==> src/flag_block_params.svh <==
`ifndef FLAG_BLOCK_PARAMS_SVH
`define FLAG_BLOCK_PARAMS_SVH

// ----------------------------------------------------------------
// Register indices (byte address is four times the index)
// ----------------------------------------------------------------
`define FLAGS_IDX 6'h16
`define CTRL_IDX 6'h17

// ----------------------------------------------------------------
// Flag bit positions
// ----------------------------------------------------------------
`define PORT_CHANGE_BIT 7
`define TIMER_THREE_BIT 6
`define TIMER_TWO_BIT 5
`define TIMER_ONE_BIT 4
`define CAPTURE_TWO_BIT 3
`define CAPTURE_ONE_BIT 2
`define TRANSMIT_BIT 1
`define RECEIVE_BIT 0

// ----------------------------------------------------------------
// Control bit positions and reset values
// ----------------------------------------------------------------
`define MODE_SELECT_BIT 0
`define CASCADE_BIT 1
`define FLAG_RESET 1'h0
`define CTRL_RESET 2'h0
`define TRANSMIT_RESET 1'h1
`define RECEIVE_RESET 1'h0
`define TIMER_THREE_FULL 16'hffff

// ----------------------------------------------------------------
// Bus answers
// ----------------------------------------------------------------
`define RESP_OKAY 2'h0
`define RESP_SLVERR 2'h2

`endif

==> src/flag_block_pkg.sv <==
package flag_block_pkg;

  typedef enum logic [1:0] {
    SEL_FLAGS,
    SEL_CTRL,
    SEL_NONE
  } reg_sel_t;

  typedef struct packed {
    logic cascade;
    logic timer_mode_select;
  } ctrl_t;

  typedef struct packed {
    logic [15:0] timer_three_count;
    logic [15:0] timer_three_period_pair;
    logic [7:0] timer_two_count;
    logic [7:0] timer_two_period;
    logic [7:0] timer_one_count;
    logic [7:0] timer_one_period;
  } timers_t;

endpackage : flag_block_pkg

==> src/flag_bit.sv <==
`timescale 1ns/1ps
`include "flag_block_params.svh"

module flag_bit (
  input wire logic aclk, // Core clock
  input wire logic aresetn, // Synchronous reset, active low
  input wire logic set_event, // Source condition this cycle
  input wire logic wr_en, // Software write to the flag register
  input wire logic wr_value, // Value written by software
  output logic flag // Sticky request flag
);

  // Set beats a same-cycle software clear so no event is lost
  always_ff @(posedge aclk) begin
    if (!aresetn) begin
      flag <= `FLAG_RESET;
    end else if (set_event) begin
      flag <= 1'b1;
    end else if (wr_en) begin
      flag <= wr_value;
    end
  end
endmodule : flag_bit

==> src/rollover_detect.sv <==
`timescale 1ns/1ps

module rollover_detect #(
  parameter int WIDTH = 16
) (
  input wire logic aclk, // Core clock
  input wire logic aresetn, // Synchronous reset, active low
  input wire logic [WIDTH-1:0] count, // Live timer count
  input wire logic [WIDTH-1:0] period, // Terminal value
  output logic hit // Count went from period to zero
);

  logic [WIDTH-1:0] prev_reg;

  always_ff @(posedge aclk) begin
    if (!aresetn) begin
      prev_reg <= '0;
    end else begin
      prev_reg <= count;
    end
  end

  // A held count of zero fires only if period is zero: the previous count must match
  assign hit = (prev_reg == period) && (count == '0);
endmodule : rollover_detect

==> src/peripheral_interrupt_flags_one.sv <==
`timescale 1ns/1ps
`include "flag_block_params.svh"

// Functional notes
// - Eight request flag bits, one for each peripheral source.
// - Flags set by their source regardless of enables or global disable.
// - Bit 7 sets while any monitored port input differs from its latch.
// - Mode select 1: third-timer flag sets on 16-bit overflow.
// - Mode select 0: third-timer flag sets on period-pair rollover to zero.
// - Second-timer flag sets when 8-bit count rolls from period to zero.
// - Receive flag is read-only and shows receive buffer holding data.
// - Transmit flag is read-only and shows transmit buffer empty.
module peripheral_interrupt_flags_one (
  input wire logic aclk, // Core clock, 200 MHz
  input wire logic aresetn, // Synchronous reset, active low
  input wire logic [7:0] awaddr, // Write address
  input wire logic [2:0] awprot, // Write protection, unused
  input wire logic awvalid, // Write address valid
  output logic awready, // Write address ready
  input wire logic [31:0] wdata, // Write data
  input wire logic [3:0] wstrb, // Write byte strobes
  input wire logic wvalid, // Write data valid
  output logic wready, // Write data ready
  output logic [1:0] bresp, // Write response
  output logic bvalid, // Write response valid
  input wire logic bready, // Write response ready
  input wire logic [7:0] araddr, // Read address
  input wire logic [2:0] arprot, // Read protection, unused
  input wire logic arvalid, // Read address valid
  output logic arready, // Read address ready
  output logic [31:0] rdata, // Read data
  output logic [1:0] rresp, // Read response
  output logic rvalid, // Read data valid
  input wire logic rready, // Read data ready
  input wire logic [7:0] change_monitored_port, // Port input levels
  input wire logic [7:0] port_latched, // Last latched port value
  input wire flag_block_pkg::timers_t timers, // Timer counts, periods
  input wire logic capture_one_event, // Capture on first pin
  input wire logic capture_two_event, // Capture on second pin
  input wire logic receive_buffer_full, // Receive buffer holds data
  input wire logic transmit_buffer_empty, // Transmit buffer empty
  output logic [7:0] request_flags, // Flag register contents
  output logic timer_mode_select, // Capture one on, period off
  output logic timer_cascade // First and second timers cascaded
);

  // ----------------------------------------------------------------
  // Address decode
  // ----------------------------------------------------------------
  function automatic flag_block_pkg::reg_sel_t decode(
    input logic [7:0] addr
  );
    if (addr[7:2] == `FLAGS_IDX) begin
      return flag_block_pkg::SEL_FLAGS;
    end else if (addr[7:2] == `CTRL_IDX) begin
      return flag_block_pkg::SEL_CTRL;
    end else begin
      return flag_block_pkg::SEL_NONE;
    end
  endfunction : decode

  logic awready_reg;
  logic wready_reg;
  logic bvalid_reg;
  logic [1:0] bresp_reg;
  logic arready_reg;
  logic rvalid_reg;
  logic [1:0] rresp_reg;
  logic [31:0] rdata_reg;
  logic [7:0] aw_addr_reg;
  logic [31:0] wdata_reg;
  logic [3:0] wstrb_reg;
  flag_block_pkg::ctrl_t ctrl_reg;
  logic transmit_reg;
  logic receive_reg;
  logic [7:0] flag_q;

  wire aw_fire = awvalid && awready_reg;
  wire w_fire = wvalid && wready_reg;
  // Both halves held and no answer pending: the write lands now
  wire wr_fire = !awready_reg && !wready_reg && !bvalid_reg;
  wire flag_block_pkg::reg_sel_t wr_sel = decode(aw_addr_reg);
  wire flag_block_pkg::reg_sel_t rd_sel = decode(araddr);
  wire flags_wr =
    wr_fire && (wr_sel == flag_block_pkg::SEL_FLAGS) && wstrb_reg[0];
  wire ctrl_wr =
    wr_fire && (wr_sel == flag_block_pkg::SEL_CTRL) && wstrb_reg[0];
  wire [7:0] flags_view = {flag_q[7:2], transmit_reg, receive_reg};
  wire [31:0] rd_value =
    (rd_sel == flag_block_pkg::SEL_FLAGS) ? {24'h000000, flags_view} :
    (rd_sel == flag_block_pkg::SEL_CTRL) ? {30'h00000000, ctrl_reg} :
    32'h00000000;

  // ----------------------------------------------------------------
  // Write channel
  // ----------------------------------------------------------------
  always_ff @(posedge aclk) begin
    if (!aresetn) begin
      awready_reg <= 1'b1;
      wready_reg <= 1'b1;
      aw_addr_reg <= 8'h00;
      wdata_reg <= 32'h00000000;
      wstrb_reg <= 4'h0;
    end else begin
      if (aw_fire) begin
        awready_reg <= 1'b0;
        aw_addr_reg <= awaddr;
      end else if (bvalid_reg && bready) begin
        awready_reg <= 1'b1;
      end
      if (w_fire) begin
        wready_reg <= 1'b0;
        wdata_reg <= wdata;
        wstrb_reg <= wstrb;
      end else if (bvalid_reg && bready) begin
        wready_reg <= 1'b1;
      end
    end
  end

  always_ff @(posedge aclk) begin
    if (!aresetn) begin
      bvalid_reg <= 1'b0;
      bresp_reg <= `RESP_OKAY;
    end else if (wr_fire) begin
      bvalid_reg <= 1'b1;
      bresp_reg <= (wr_sel == flag_block_pkg::SEL_NONE) ?
                   `RESP_SLVERR : `RESP_OKAY;
    end else if (bready) begin
      bvalid_reg <= 1'b0;
    end
  end

  // ----------------------------------------------------------------
  // Read channel
  // ----------------------------------------------------------------
  // Reads have no side effect, so the data is captured with the address
  always_ff @(posedge aclk) begin
    if (!aresetn) begin
      arready_reg <= 1'b1;
      rvalid_reg <= 1'b0;
      rresp_reg <= `RESP_OKAY;
      rdata_reg <= 32'h00000000;
    end else if (arvalid && arready_reg) begin
      arready_reg <= 1'b0;
      rvalid_reg <= 1'b1;
      rdata_reg <= rd_value;
      rresp_reg <= (rd_sel == flag_block_pkg::SEL_NONE) ?
                   `RESP_SLVERR : `RESP_OKAY;
    end else if (rvalid_reg && rready) begin
      rvalid_reg <= 1'b0;
      arready_reg <= 1'b1;
    end
  end

  // ----------------------------------------------------------------
  // Control register
  // ----------------------------------------------------------------
  always_ff @(posedge aclk) begin
    if (!aresetn) begin
      ctrl_reg <= `CTRL_RESET;
    end else if (ctrl_wr) begin
      ctrl_reg.timer_mode_select <= wdata_reg[`MODE_SELECT_BIT];
      ctrl_reg.cascade <= wdata_reg[`CASCADE_BIT];
    end
  end

  // ----------------------------------------------------------------
  // Source conditions
  // ----------------------------------------------------------------
  logic [7:0] set_vec;
  logic t1_hit;
  logic t2_hit;
  logic t3_hit;

  wire [15:0] t1_count = ctrl_reg.cascade ?
    {timers.timer_two_count, timers.timer_one_count} :
    {8'h00, timers.timer_one_count};
  wire [15:0] t1_period = ctrl_reg.cascade ?
    {timers.timer_two_period, timers.timer_one_period} :
    {8'h00, timers.timer_one_period};
  // Overflow is a rollover from all ones, so one detector serves both
  wire [15:0] t3_period = ctrl_reg.timer_mode_select ?
    `TIMER_THREE_FULL : timers.timer_three_period_pair;

  rollover_detect #(.WIDTH(16)) u_timer_one (
    .aclk(aclk),
    .aresetn(aresetn),
    .count(t1_count),
    .period(t1_period),
    .hit(t1_hit)
  );

  rollover_detect #(.WIDTH(8)) u_timer_two (
    .aclk(aclk),
    .aresetn(aresetn),
    .count(timers.timer_two_count),
    .period(timers.timer_two_period),
    .hit(t2_hit)
  );

  rollover_detect #(.WIDTH(16)) u_timer_three (
    .aclk(aclk),
    .aresetn(aresetn),
    .count(timers.timer_three_count),
    .period(t3_period),
    .hit(t3_hit)
  );

  // Mismatch is a level; the flag keeps setting until software fixes it
  assign set_vec[`PORT_CHANGE_BIT] =
    |(change_monitored_port ^ port_latched);
  assign set_vec[`TIMER_THREE_BIT] = t3_hit;
  assign set_vec[`TIMER_TWO_BIT] = t2_hit;
  assign set_vec[`TIMER_ONE_BIT] = t1_hit;
  assign set_vec[`CAPTURE_TWO_BIT] = capture_two_event;
  assign set_vec[`CAPTURE_ONE_BIT] = capture_one_event;
  assign set_vec[1:0] = 2'h0;
  assign flag_q[1:0] = 2'h0;

  // ----------------------------------------------------------------
  // Flag storage
  // ----------------------------------------------------------------
  // No enable gates the sets: enables live outside this block
  genvar gi;
  generate
    for (gi = 2; gi < 8; gi++) begin : g_flag
      flag_bit u_flag (
        .aclk(aclk),
        .aresetn(aresetn),
        .set_event(set_vec[gi]),
        .wr_en(flags_wr),
        .wr_value(wdata_reg[gi]),
        .flag(flag_q[gi])
      );
    end
  endgenerate

  // Buffer states are mirrored; writes to these bits are dropped
  always_ff @(posedge aclk) begin
    if (!aresetn) begin
      transmit_reg <= `TRANSMIT_RESET;
      receive_reg <= `RECEIVE_RESET;
    end else begin
      transmit_reg <= transmit_buffer_empty;
      receive_reg <= receive_buffer_full;
    end
  end

  assign awready = awready_reg;
  assign wready = wready_reg;
  assign bvalid = bvalid_reg;
  assign bresp = bresp_reg;
  assign arready = arready_reg;
  assign rvalid = rvalid_reg;
  assign rresp = rresp_reg;
  assign rdata = rdata_reg;
  assign request_flags = flags_view;
  assign timer_mode_select = ctrl_reg.timer_mode_select;
  assign timer_cascade = ctrl_reg.cascade;
endmodule : peripheral_interrupt_flags_one

==> config.mk <==
export PLATFORM = sky130hd
export DESIGN_NAME = peripheral_interrupt_flags_one
export DESIGN_NICKNAME = d
export VERILOG_FILES = /design/src/flag_block_pkg.sv /design/src/flag_bit.sv /design/src/rollover_detect.sv /design/src/peripheral_interrupt_flags_one.sv
export VERILOG_INCLUDE_DIRS = /design/src
export SDC_FILE = /design/constraint.sdc
export NUM_CORES = 1
export LEC_CHECK = 0
export ABC_CLOCK_PERIOD_IN_PS = 2500
export BUFFER_PORTS_ARGS = -buffer_cell sky130_fd_sc_hd__buf_2
export CORE_UTILIZATION = 45
export DETAILED_ROUTE_END_ITERATION = 10
export PLACE_DENSITY = 0.81
export SLEW_MARGIN = 20
export SYNTH_ARGS = -nofsm -noshare
export SYNTH_HDL_FRONTEND = slang
export SYNTH_HIERARCHICAL = 1
export SYNTH_SLANG_ARGS = --single-unit
export TNS_END_PERCENT = 50
==> constraint.sdc <==
create_clock -name aclk -period 2.5 [get_ports aclk]
set_input_delay 0.125 -clock aclk [delete_from_list [all_inputs] [get_ports aclk]]
set_output_delay 0.125 -clock aclk [all_outputs]
set_load 0.005 [all_outputs]
==> impl_results.md, run 1 <==
* Hold_sp: timers[61]
* Switching power at 0.0006472 W
* Synth Register Bits at 80
* Die Height at 92.54 um
* Critical R2R Capture: g_flag[5].u_flag/flag$_SDFFE_PN0P_
* LEAKAGE at 2.210 nW
* Average size of a mapped cell at 9.458 sq um
* WP data required at 2740 ps
* CTS sink count at 80
* DR pass1 iterations at 4
* GP Congestion at 0.8610
* PwrDens at 574.1 mW/mm^2
* Gr usage total at approximately 20%
* Seq pwr share at 49.6%
* Area Growth Syn to Fin at 29.44%
* Comb power frac at 12.4%
* Crit path DAT at 2190 ps
* Remaining antenna violation count at 0
* Fin cells at 650
* Mapped Area at 0.003689 sq mm
* Root buf cell: clkbuf_8
* Met1 usage at 23.49%
* Initial antenna violation count at 0
* Clock Pin Slew Worst Setup and Hold Paths at 80 ps
* Final setup skew at 9.491 ps
* Synth warnings at 6
* Hold Path Class: in -> reg
* Cell Int Power at 0.002094 W
* Flop-to-flop setup slack at roughly 550 ps
* Met2 layer usage reported by global route at between 30% and 40%
* Crit share post-route at 78.11%
* Diode count at 0
* Via count at 3,148
* Category of the worst setup path launch point: flip-flop
* CTS tree: done
* Minimum clock period at slightly below 2000 ps
* Routing usage on met3 at about 4.8%
* Worst VDD drop at ~0.48 mV
* Synth cell types at 32
* Actual slew at the worst max-slew pin at 543.8 ps
* Cts bufs inserted at 9
* Total Negative Setup Slacks at 0 ps
* First-pass GRT wire length at 13.77 mm
* Placed instance count at 616
* Routed len/inst at 13.34 um
* Core Rows at 32
* Drt drc at 0
* DRT Wirelength at 8.674 mm
* Die Area at 0.008563 sq mm
* Endpoint class of the critical path: flip-flop
* H-tree depth reported by CTS at 3
* FF-to-FF Start: aw_addr_reg[5]$_SDFFE_PN0P_
* Initial Util at a little under half
* Final setup vio count at 0
* Share of cells above drive strength 1 at about a third
* Final hold viol count at 0
* Core area at 0.007807 sq mm
* CTS max path bufs at 2
* Vias per cell at a little under 5
* Hold endpoint: u_timer_three/prev_reg[13]$_SDFF_PN0_
* Crit-path max FO at 6
* Max Cap Viol at 0
* Post-synth EDFFs at 0
* Clk Latency, worst-skew pair at approximately 350 ps
* Switching Share at 23.61%
* Hpwl dp at 6.339 mm
* Iter 0 DRT Violations at between 100 and 150
* Cells on Worst Hold Path at 2
* Cells after Synth at 390
* Status: completed
* Vias in the first global route at 3,086
* Final #Nets at 693
* Die width at 92.54 um
* Crit path kind: reg -> reg
* Largest net degree at the start of global routing at 61
* Fin. max-slew vios at 0
* R2R cell count at 6
* # port buffers at 136
* Worst slew margin at 63.70%
* Top Ports at 200
* Register area share after synthesis at a little over two fifths
* Async S/R FF share, synth at 0%
* Clock Power Share at between 30% and 40%
* Total grt overflow at 0
* Synth Flop Type: dfxtp_1
* Fmax at 0.5121 GHz
* Most Used Layer, Global Route: met2
* RSZ-0062 raised after global routing: no
## Yosys cell counts, types with 3 or more instances
| cell | number | area [sq um] |
|---|---|---|
| or2_2 | 17 | 106.4 |
| nor4_1 | 16 | 100.1 |
| buf_4 | 28 | 210.2 |
| nand2_1 | 35 | 131.4 |
| a21boi_0 | 19 | 142.6 |
| nor4_2 | 3 | 37.54 |
| mux2_1 | 6 | 67.56 |
| a21oi_1 | 3 | 15.01 |
| clkbuf_1 | 10 | 37.54 |
| dfxtp_1 | 80 | 1602 |
| xor2_1 | 34 | 297.8 |
| o21a_1 | 6 | 45.04 |
| o21ai_0 | 9 | 45.04 |
| xnor2_1 | 14 | 122.6 |
| nand2b_1 | 4 | 25.02 |
| and2_1 | 58 | 362.9 |
| nand3_1 | 21 | 105.1 |
| nand4_1 | 8 | 50.05 |
## stage by stage
step / util, % / hold slack [ps] / total power, W / area (sq um) / worst slack (ps)
floorplan: - / 198.0 / 0.001579 / 3782 / 258.5
global placement: 55.91 / 314.4 / 0.001692 / 4365 / 609.7
detailed placement: 55.91 / 315.4 / 0.001703 / 4365 / 563.9
CTS: 61.03 / 1.034 / 0.002754 / 4765 / 547.6
global route: 61.15 / 7.746 / 0.002868 / 4775 / 463.7
finish: 61.15 / 11.57 / 0.002741 / 4775 / 547.2
## final cells by class
type / instances / area [sq um]
fill: 665 / 3033
multi-input combinational: 295 / 1924
sequential: 80 / 1602
timing repair buffer: 157 / 898.4
clock buffer: 10 / 137.6
tap: 102 / 127.6
clock inverter: 5 / 81.33
inverter: 1 / 3.754
## power by group through the flow
stage / Combinational (W) / Clock, W / Sequential [W]
floorplan: 0.000195 / 0 / 0.00138
global placement: 0.000304 / 0 / 0.00139
detailed placement: 0.000312 / 0 / 0.00139
CTS: 0.000335 / 0.00106 / 0.00136
global route: 0.000374 / 0.00113 / 0.00137
finish: 0.000339 / 0.00104 / 0.00136
## routing by layer
metal / vias to the layer above / wire (um)
met5: - / 0
met4: 0 / 134
met3: 15 / 522
met2: 128 / 4356
met1: 1448 / 3661
li1: 1557 / -
## cell families after synthesis
| logic type | synth area share (%) |
|---|---|
| xor+xnor | 11.40 |
| simple gates | 27.71 |
| flops | 43.42 |
| buf+inv | 7.123 |
| mux | 2.985 |
| compound gates | 7.259 |
| other cells | 0.1017 |
## critical path: stages, from the launching register on
cell and delay [ps]:
dfxtp_1 310, nand3b_1 210, or2_2 330, nor4b_2 270
buf_4 210, mux2_1 340, o21a_1 170
## how the worst max path moves through the flow
stage / startpoint / end / slack (ps) / depth (start not counted)
after floorplan: aw_addr_reg[5]$_SDFFE_PN0P_ / g_flag[2].u_flag/flag$_SDFFE_PN0P_ / 260 / 5
after global placement: aw_addr_reg[5]$_SDFFE_PN0P_ / g_flag[5].u_flag/flag$_SDFFE_PN0P_ / 610 / 6
after detailed placement: aw_addr_reg[5]$_SDFFE_PN0P_ / g_flag[5].u_flag/flag$_SDFFE_PN0P_ / 560 / 6
after CTS: aw_addr_reg[5]$_SDFFE_PN0P_ / g_flag[5].u_flag/flag$_SDFFE_PN0P_ / 550 / 6
after global routing: aw_addr_reg[5]$_SDFFE_PN0P_ / g_flag[5].u_flag/flag$_SDFFE_PN0P_ / 460 / 6
final: aw_addr_reg[5]$_SDFFE_PN0P_ / g_flag[5].u_flag/flag$_SDFFE_PN0P_ / 550 / 6
## cells in the final DEF, fill, tap and decap left out, types with 2 or more instances in the layout
master,count
dlygate4sd3_1,19
clkbuf_8,10
dfxtp_1,80
nand4_1,8
mux2_1,6
nand2_1,35
o211a_1,2
nor4_2,3
buf_2,136
bufinv_16,2
nor4_1,16
nand3b_1,2
conb_1,26
a21boi_0,19
or2_2,17
and2_1,58
mux2_2,2
nand3_1,21
nor3_2,2
o21a_1,6
xnor2_1,14
o21ai_0,9
mux2i_1,2
xor2_1,34
nand2b_1,4
a21oi_1,3
## timing repair
| item | 4_1_cts | 5_1_grt |
|---|---|---|
| endpoints found under the hold margin | 18 | 1 |
| hold buffers | 18 | 1 |
| setup buffers | 0 | 0 |
| endpoints found under the setup margin | 0 | 0 |
| gates resized for setup | 0 | 0 |
Power figures use the tool's default switching activity.
==> run 2: changes to the inputs <==
--- a/config.mk
+++ b/config.mk
@@ -6,7 +6,7 @@
 export SDC_FILE = /design/constraint.sdc
 export NUM_CORES = 1
 export LEC_CHECK = 0
-export ABC_CLOCK_PERIOD_IN_PS = 2500
+export ABC_CLOCK_PERIOD_IN_PS = 2000
 export BUFFER_PORTS_ARGS = -buffer_cell sky130_fd_sc_hd__buf_2
 export CORE_UTILIZATION = 45
 export DETAILED_ROUTE_END_ITERATION = 10
==> constraint.sdc (replaced) <==
create_clock -name aclk -period 2 [get_ports aclk]
set_input_delay 0.1 -clock aclk [delete_from_list [all_inputs] [get_ports aclk]]
set_output_delay 0.1 -clock aclk [all_outputs]
set_load 0.005 [all_outputs]
==> run 2 against run 1 <==
  * Combinational power rose by 39%
  * Critical path type unchanged
  * Flip-flop and latch count did not move
  * Highest routed layer unchanged
  * Largest cell class unchanged
  * Die area did not move
  * Clock power rose by 50%
==> impl_results.md, run 2 (synthesis results as in run 1) <==
* Routed len/inst at 13.53 um
* Core Rows at 32
* Total Negative Setup Slacks at 0 ps
* Max Cap Viol at 0
* Clk Latency, worst-skew pair at 350 ps
* CTS max path bufs at 2
* Worst Setup SP: aw_addr_reg[5]$_SDFFE_PN0P_
* Top Ports at 200
* Seq pwr share at 45.5%
* R2R cell count at 6
* Footprint of the multi-input gates at 0.001936 sq mm
* Placed instance count at 618
* Fin util at 65.38%
* Total grt overflow at 0
* DRT Wirelength at approximately 9 mm
* Crit-path max FO at 6
* Switching Share at 22.73%
* GP Congestion at 0.8598
* Final #Nets at between 700 and 800
* Endpoint class of the critical path: flip-flop
* Final hold viol count at 0
* Vias in the first global route at between 3,000 and 4,000
* Critical R2R Capture: g_flag[3].u_flag/flag$_SDFFE_PN0P_
* Crit path kind: reg -> reg
* Switching power at roughly 0.00085 W
* Die width at just over 90 um
* CTS sink count at 80
* Die Height at 92.54 um
* CTS tree: done
* Fmax at 0.5278 GHz
* Cell Int Power at around 0.0029 W
* Largest net degree at the start of global routing at 89
* Crit share post-route at 94.74%
* Comb power frac at 12.6%
* Initial Util at 47.24%
* Via count at 3,201
* Layout filler cell count at 655
* Diode count at 0
* Final setup vio count at 0
* Gr usage total at ~22%
* Flop-to-flop setup slack at 110 ps
* First-pass GRT wire length at 14.55 mm
* Register area at 0.001604 sq mm
* Worst VDD drop at around 0.52 mV
* DR pass1 iterations at 4
* Cts bufs inserted at 9
* LEAKAGE at 2.356 nW
* Root buf cell: clkbuf_8
* Setup repair bufs after CTS at 0
* Final setup skew at 13.59 ps
* Total power at 0.003730 W
* # port buffers at ~140
* Clock Power Share at 41.9%
* Drt drc at 0
* Vias per cell at 4.721
* Hold Path Class: in -> reg
* RSZ-0062 raised after global routing: no
* Crit path DAT at 2130 ps
* FF-to-FF Start: aw_addr_reg[5]$_SDFFE_PN0P_
* Core area at 0.007807 sq mm
* Die Area at around 0.0086 sq mm
* Fin cells at roughly 680
* Fin. max-slew vios at 0
* H-tree depth reported by CTS at 3
* Clock Pin Slew Worst Setup and Hold Paths at 90 ps
* Minimum clock period at roughly 1900 ps
* Status: completed
* Commonest non-fill, non-tap cell in the layout: buf_2
* Hpwl dp at just over 6 mm
* PwrDens at 730.6 mW/mm^2
* Iter 0 DRT Violations at 94
* WP data required at 2230 ps
* Remaining antenna violation count at 0
* Initial antenna violation count at 0
* Area Growth Syn to Fin at 38.40%
* Category of the worst setup path launch point: flip-flop
* Commonest cells after routing, fill and taps aside: 136 x buf_2, 78 x dfxtp_1, 58 x and2_1, 44 x dlygate4sd3_1, 35 x nand2_1
* Share of cells above drive strength 1 at 32.47%
* CP endpoint: g_flag[3].u_flag/flag$_SDFFE_PN0P_
[run 2: cell types whose count changed in the layout (fill, tap and decap cells not counted), moves of 2 or more]
cell	before	now
bufinv_16	2	4
dlygate4sd3_1	19	44
dfxtp_1	80	78
dfxtp_2	0	2
[run 2: power groups by stage]
stage               logic, W  clock network [W]  registers [W]
finish              0.000470            0.00156        0.00170
global route        0.000520            0.00165        0.00171
CTS                 0.000463            0.00158        0.00170
detailed placement  0.000395                  0        0.00174
global placement    0.000385                  0        0.00173
floorplan           0.000244                  0        0.00173
[run 2: per-stage QoR]
stage / hold WS [ps] / worst slack, ps / instance area, sq um
after floorplan: 173.0 / 51.02 / 3789
after global placement: 290.1 / 150.3 / 4380
after detailed placement: 292.3 / 67.43 / 4380
after CTS: 0.9100 / 42.79 / 5087
after global routing: 11.49 / 38.56 / 5105
final: 12.20 / 105.2 / 5105
[run 2: final cells by class]
type	instances	area share [%]
Clock buffer	9	2.426
Clock inverter	7	2.794
Inverter	1	0.07353
Multi-Input combinational cell	295	37.92
Sequential cell	80	31.42
Tap cell	102	2.500
Timing Repair Buffer	184	22.87
[run 2: repair_timing]
item	4_1_cts	5_1_grt
setup endpoints to repair	0	6
endpoints found under the hold margin	44	0
hold buffers	44	0
gates resized for setup	0	5
[run 2: worst min-delay path by stage]
stage / startpoint / endpoint / depth (start not counted)
floorplan: aresetn / transmit_reg$_SDFF_PN1_ / 1
global placement: transmit_buffer_empty / transmit_reg$_SDFF_PN1_ / 2
detailed placement: transmit_buffer_empty / transmit_reg$_SDFF_PN1_ / 2
CTS: awaddr[5] / aw_addr_reg[5]$_SDFFE_PN0P_ / 3
global route: wdata[0] / wdata_reg[0]$_SDFFE_PN0P_ / 3
finish: wdata[0] / wdata_reg[0]$_SDFFE_PN0P_ / 3
[run 2: critical path: stages, from the launching register on]
cell and delay (ps):
dfxtp_1 310, nand3b_1 210, or2_4 280, nor4b_4 260, buf_6 180, mux2_1 340, o21a_1 190
[run 2: layer usage]
metal	global-route usage [%]	up-vias	part of all wire, %
met5	0	-	0
met4	10.16	0	2.3
met3	4.598	17	5.1
met2	41.67	122	52
met1	23.79	1448	41
li1	-	1614	-
==> run 3: changes to the inputs <==
--- a/config.mk
+++ b/config.mk
@@ -10,7 +10,8 @@
 export BUFFER_PORTS_ARGS = -buffer_cell sky130_fd_sc_hd__buf_2
 export CORE_UTILIZATION = 45
 export DETAILED_ROUTE_END_ITERATION = 10
-export PLACE_DENSITY = 0.81
+export PLACE_DENSITY = 0.84
+export REMOVE_ABC_BUFFERS = 1
 export SLEW_MARGIN = 20
 export SYNTH_ARGS = -nofsm -noshare
 export SYNTH_HDL_FRONTEND = slang
==> run 3 against run 2 <==
  * Maximum frequency increased by 1.0%
  * Die area unchanged
  * Clock power fell by 16%
  * Design area down 1.8%
  * Sequential power barely moved
  * Core utilization shrank 1.2 points
  * Worst hold slack better by 0.63 ps
  * Clock skew decreased by 0.85 ps
  * Non-clock buffer count is 4 lower
  * Via count is 1.7% higher
  * Power down 6.9%
  * Routed wire length is essentially flat
  * Critical endpoint is now g_flag[7].u_flag/flag$_SDFFE_PN0P_
==> impl_results.md, run 3 (synthesis results as in run 1) <==
* RSZ-0062 raised after global routing: no
* Top Ports at 200
* CTS max path bufs at 2
* Largest net degree at the start of global routing at 59
* Share of cells above drive strength 1 at between 30% and 40%
* Crit path kind: reg -> reg
* Via count at 3,254
* Routed len/inst at about 14 um
* Status: completed
* Cells on Worst Hold Path at 3
* Final setup vio count at 0
* Switching Share at 24.32%
* Finished Cell Area at 0.005011 sq mm
* Gr usage total at a little over a fifth
* # port buffers at 136
* Final hold viol count at 0
* R2R cell count at 6
* Core area at around 0.008 sq mm
* Hold Path Class: in -> reg
* Placed instance count at ~620
* Endpoint class of the critical path: flip-flop
* Die Height at 92.54 um
* Final setup skew at around 13 ps
* Clock Power Share at 37.6%
* DRT Wirelength at 9.180 mm
* Minimum clock period at 1876 ps
* Diode count at 0
* Die Area at 0.008563 sq mm
* Actual slew at the worst max-slew pin at 550.0 ps
* Remaining antenna violation count at 0
* Clk Latency, worst-skew pair at 350 ps
* Total grt overflow at 0
* Cts bufs inserted at 9
* Crit-path cells: nand2b_1, or2_2, nor4b_4, buf_4, mux2_1, o21a_1
* Initial antenna violation count at 0
* Cell Int Power at 0.002627 W
* Final #Nets at between 700 and 800
* Hold_sp: wdata[5]
* Area Growth Syn to Fin at 35.85%
* Vias per cell at 4.828
* Fmax at approximately 0.53 GHz
* Worst slew margin at 63.28%
* GP Congestion at 0.8182
* Clock Pin Slew Worst Setup and Hold Paths at 90 ps
* Seq pwr share at 48.9%
* First-pass GRT wire length at about 14 mm
* FF-to-FF Start: aw_addr_reg[7]$_SDFFE_PN0P_
* H-tree depth reported by CTS at 3
* Layout filler cell count at 654
* Fin. max-slew vios at 0
* CTS tree: done
* Commonest cells after routing, fill and taps aside: 136 x buf_2, 79 x dfxtp_1, 58 x and2_1, 40 x dlygate4sd3_1, 35 x nand2_1
* Vias in the first global route at 3,107
* Slowest stage delay, CP at 350 ps
* Iter 0 DRT Violations at 105
* Initial Util at 47.24%
* Crit path DAT at approximately 2100 ps
* Area after DPL at 0.004374 sq mm
* DR pass1 iterations at 4
* Crit-path max FO at 6
* PwrDens at 692.7 mW/mm^2
* Hold endpoint: wdata_reg[5]$_SDFFE_PN0P_
* Switching power at roughly 0.00084 W
* Root buf cell: clkbuf_8
* Slowest cell on crit path: or2_2
* Flop-to-flop setup slack at 120 ps
* Fin cells at 674
* Register area at 0.001603 sq mm
* Hpwl dp at slightly above 6 mm
* Drt drc at 0
* Die width at slightly above 90 um
* LEAKAGE at 2.305 nW
* Core Rows at 32
* Footprint of the multi-input gates at 0.001933 sq mm
* Category of the worst setup path launch point: flip-flop
* WP data required at 2250 ps
* Commonest non-fill, non-tap cell in the layout: buf_2
* Crit share post-route at 93.79%
* Comb power frac at 13.4%
* Worst VDD drop at approximately 0.38 mV
* Critical R2R Capture: g_flag[7].u_flag/flag$_SDFFE_PN0P_
* CTS sink count at 80
* Max Cap Viol at 0
## run 3: final cells by class
cell class,count,area share [%]
flip-flops and latches,80,31.99
clock buffers,10,2.547
multi-input cells,295,38.58
well taps,102,2.547
clock inverters,6,1.848
repair buffers,180,22.42
inverters,1,0.07491
## run 3: routing by layer
layer  track usage (%)  vias up  routed length [um]
met3             4.187       16                 529
met5                 0        -                   0
met4             7.682        0                 119
met1             24.13     1490                3806
met2             39.94      142                4724
li1                  -     1606                   -
## run 3: repair_timing
action	in CTS	in global routing
endpoints found under the setup margin	0	6
hold endpoints to repair	40	0
hold buffers	40	0
resized for setup	0	3
setup buffers	0	0
## run 3: per-stage QoR
stage | worst slack (ps) | utilization, % | power [W] | hold WS (ps) | setup TNS [ps]
finish | 124.2 | 64.18 | 0.003471 | 12.82 | 0
global route | 14.16 | 64.18 | 0.003634 | 9.565 | 0
CTS | 29.56 | 63.97 | 0.003485 | 0.6587 | 0
detailed placement | 35.68 | 56.03 | 0.002129 | 314.6 | 0
global placement | 103.3 | 56.03 | 0.002112 | 288.2 | 0
floorplan | -241.5 | - | 0.001917 | 173.0 | -1449
## run 3: power groups by stage
| stage | clock [W] | sequential [W] | combinational (W) |
|---|---|---|---|
| after floorplan | 0 | 0.00173 | 0.000185 |
| after global placement | 0 | 0.00173 | 0.000382 |
| after detailed placement | 0 | 0.00173 | 0.000394 |
| after CTS | 0.00133 | 0.00170 | 0.000456 |
| after global routing | 0.00141 | 0.00171 | 0.000513 |
| final | 0.00131 | 0.00170 | 0.000467 |
## run 3: worst max path at each step
stage	startpoint	endpoint	slack [ps]	cells after the start
detailed placement	aw_addr_reg[7]$_SDFFE_PN0P_	g_flag[2].u_flag/flag$_SDFFE_PN0P_	40	6
global placement	aw_addr_reg[7]$_SDFFE_PN0P_	g_flag[4].u_flag/flag$_SDFFE_PN0P_	100	6
floorplan	aw_addr_reg[5]$_SDFFE_PN0P_	g_flag[2].u_flag/flag$_SDFFE_PN0P_	-240	5
finish	aw_addr_reg[7]$_SDFFE_PN0P_	g_flag[7].u_flag/flag$_SDFFE_PN0P_	120	6
CTS	aw_addr_reg[7]$_SDFFE_PN0P_	g_flag[6].u_flag/flag$_SDFFE_PN0P_	30	6
global route	aw_addr_reg[7]$_SDFFE_PN0P_	g_flag[2].u_flag/flag$_SDFFE_PN0P_	10	6
## run 3: worst max-delay path, delay by kind of cell (launching register included)
family                 cells  cell delay, ps
AO/OA/AOI/OAI              1             170
buffers and inverters      1             200
flip-flops                 1             310
multiplexers               1             330
AND/OR/NAND/NOR            3             790
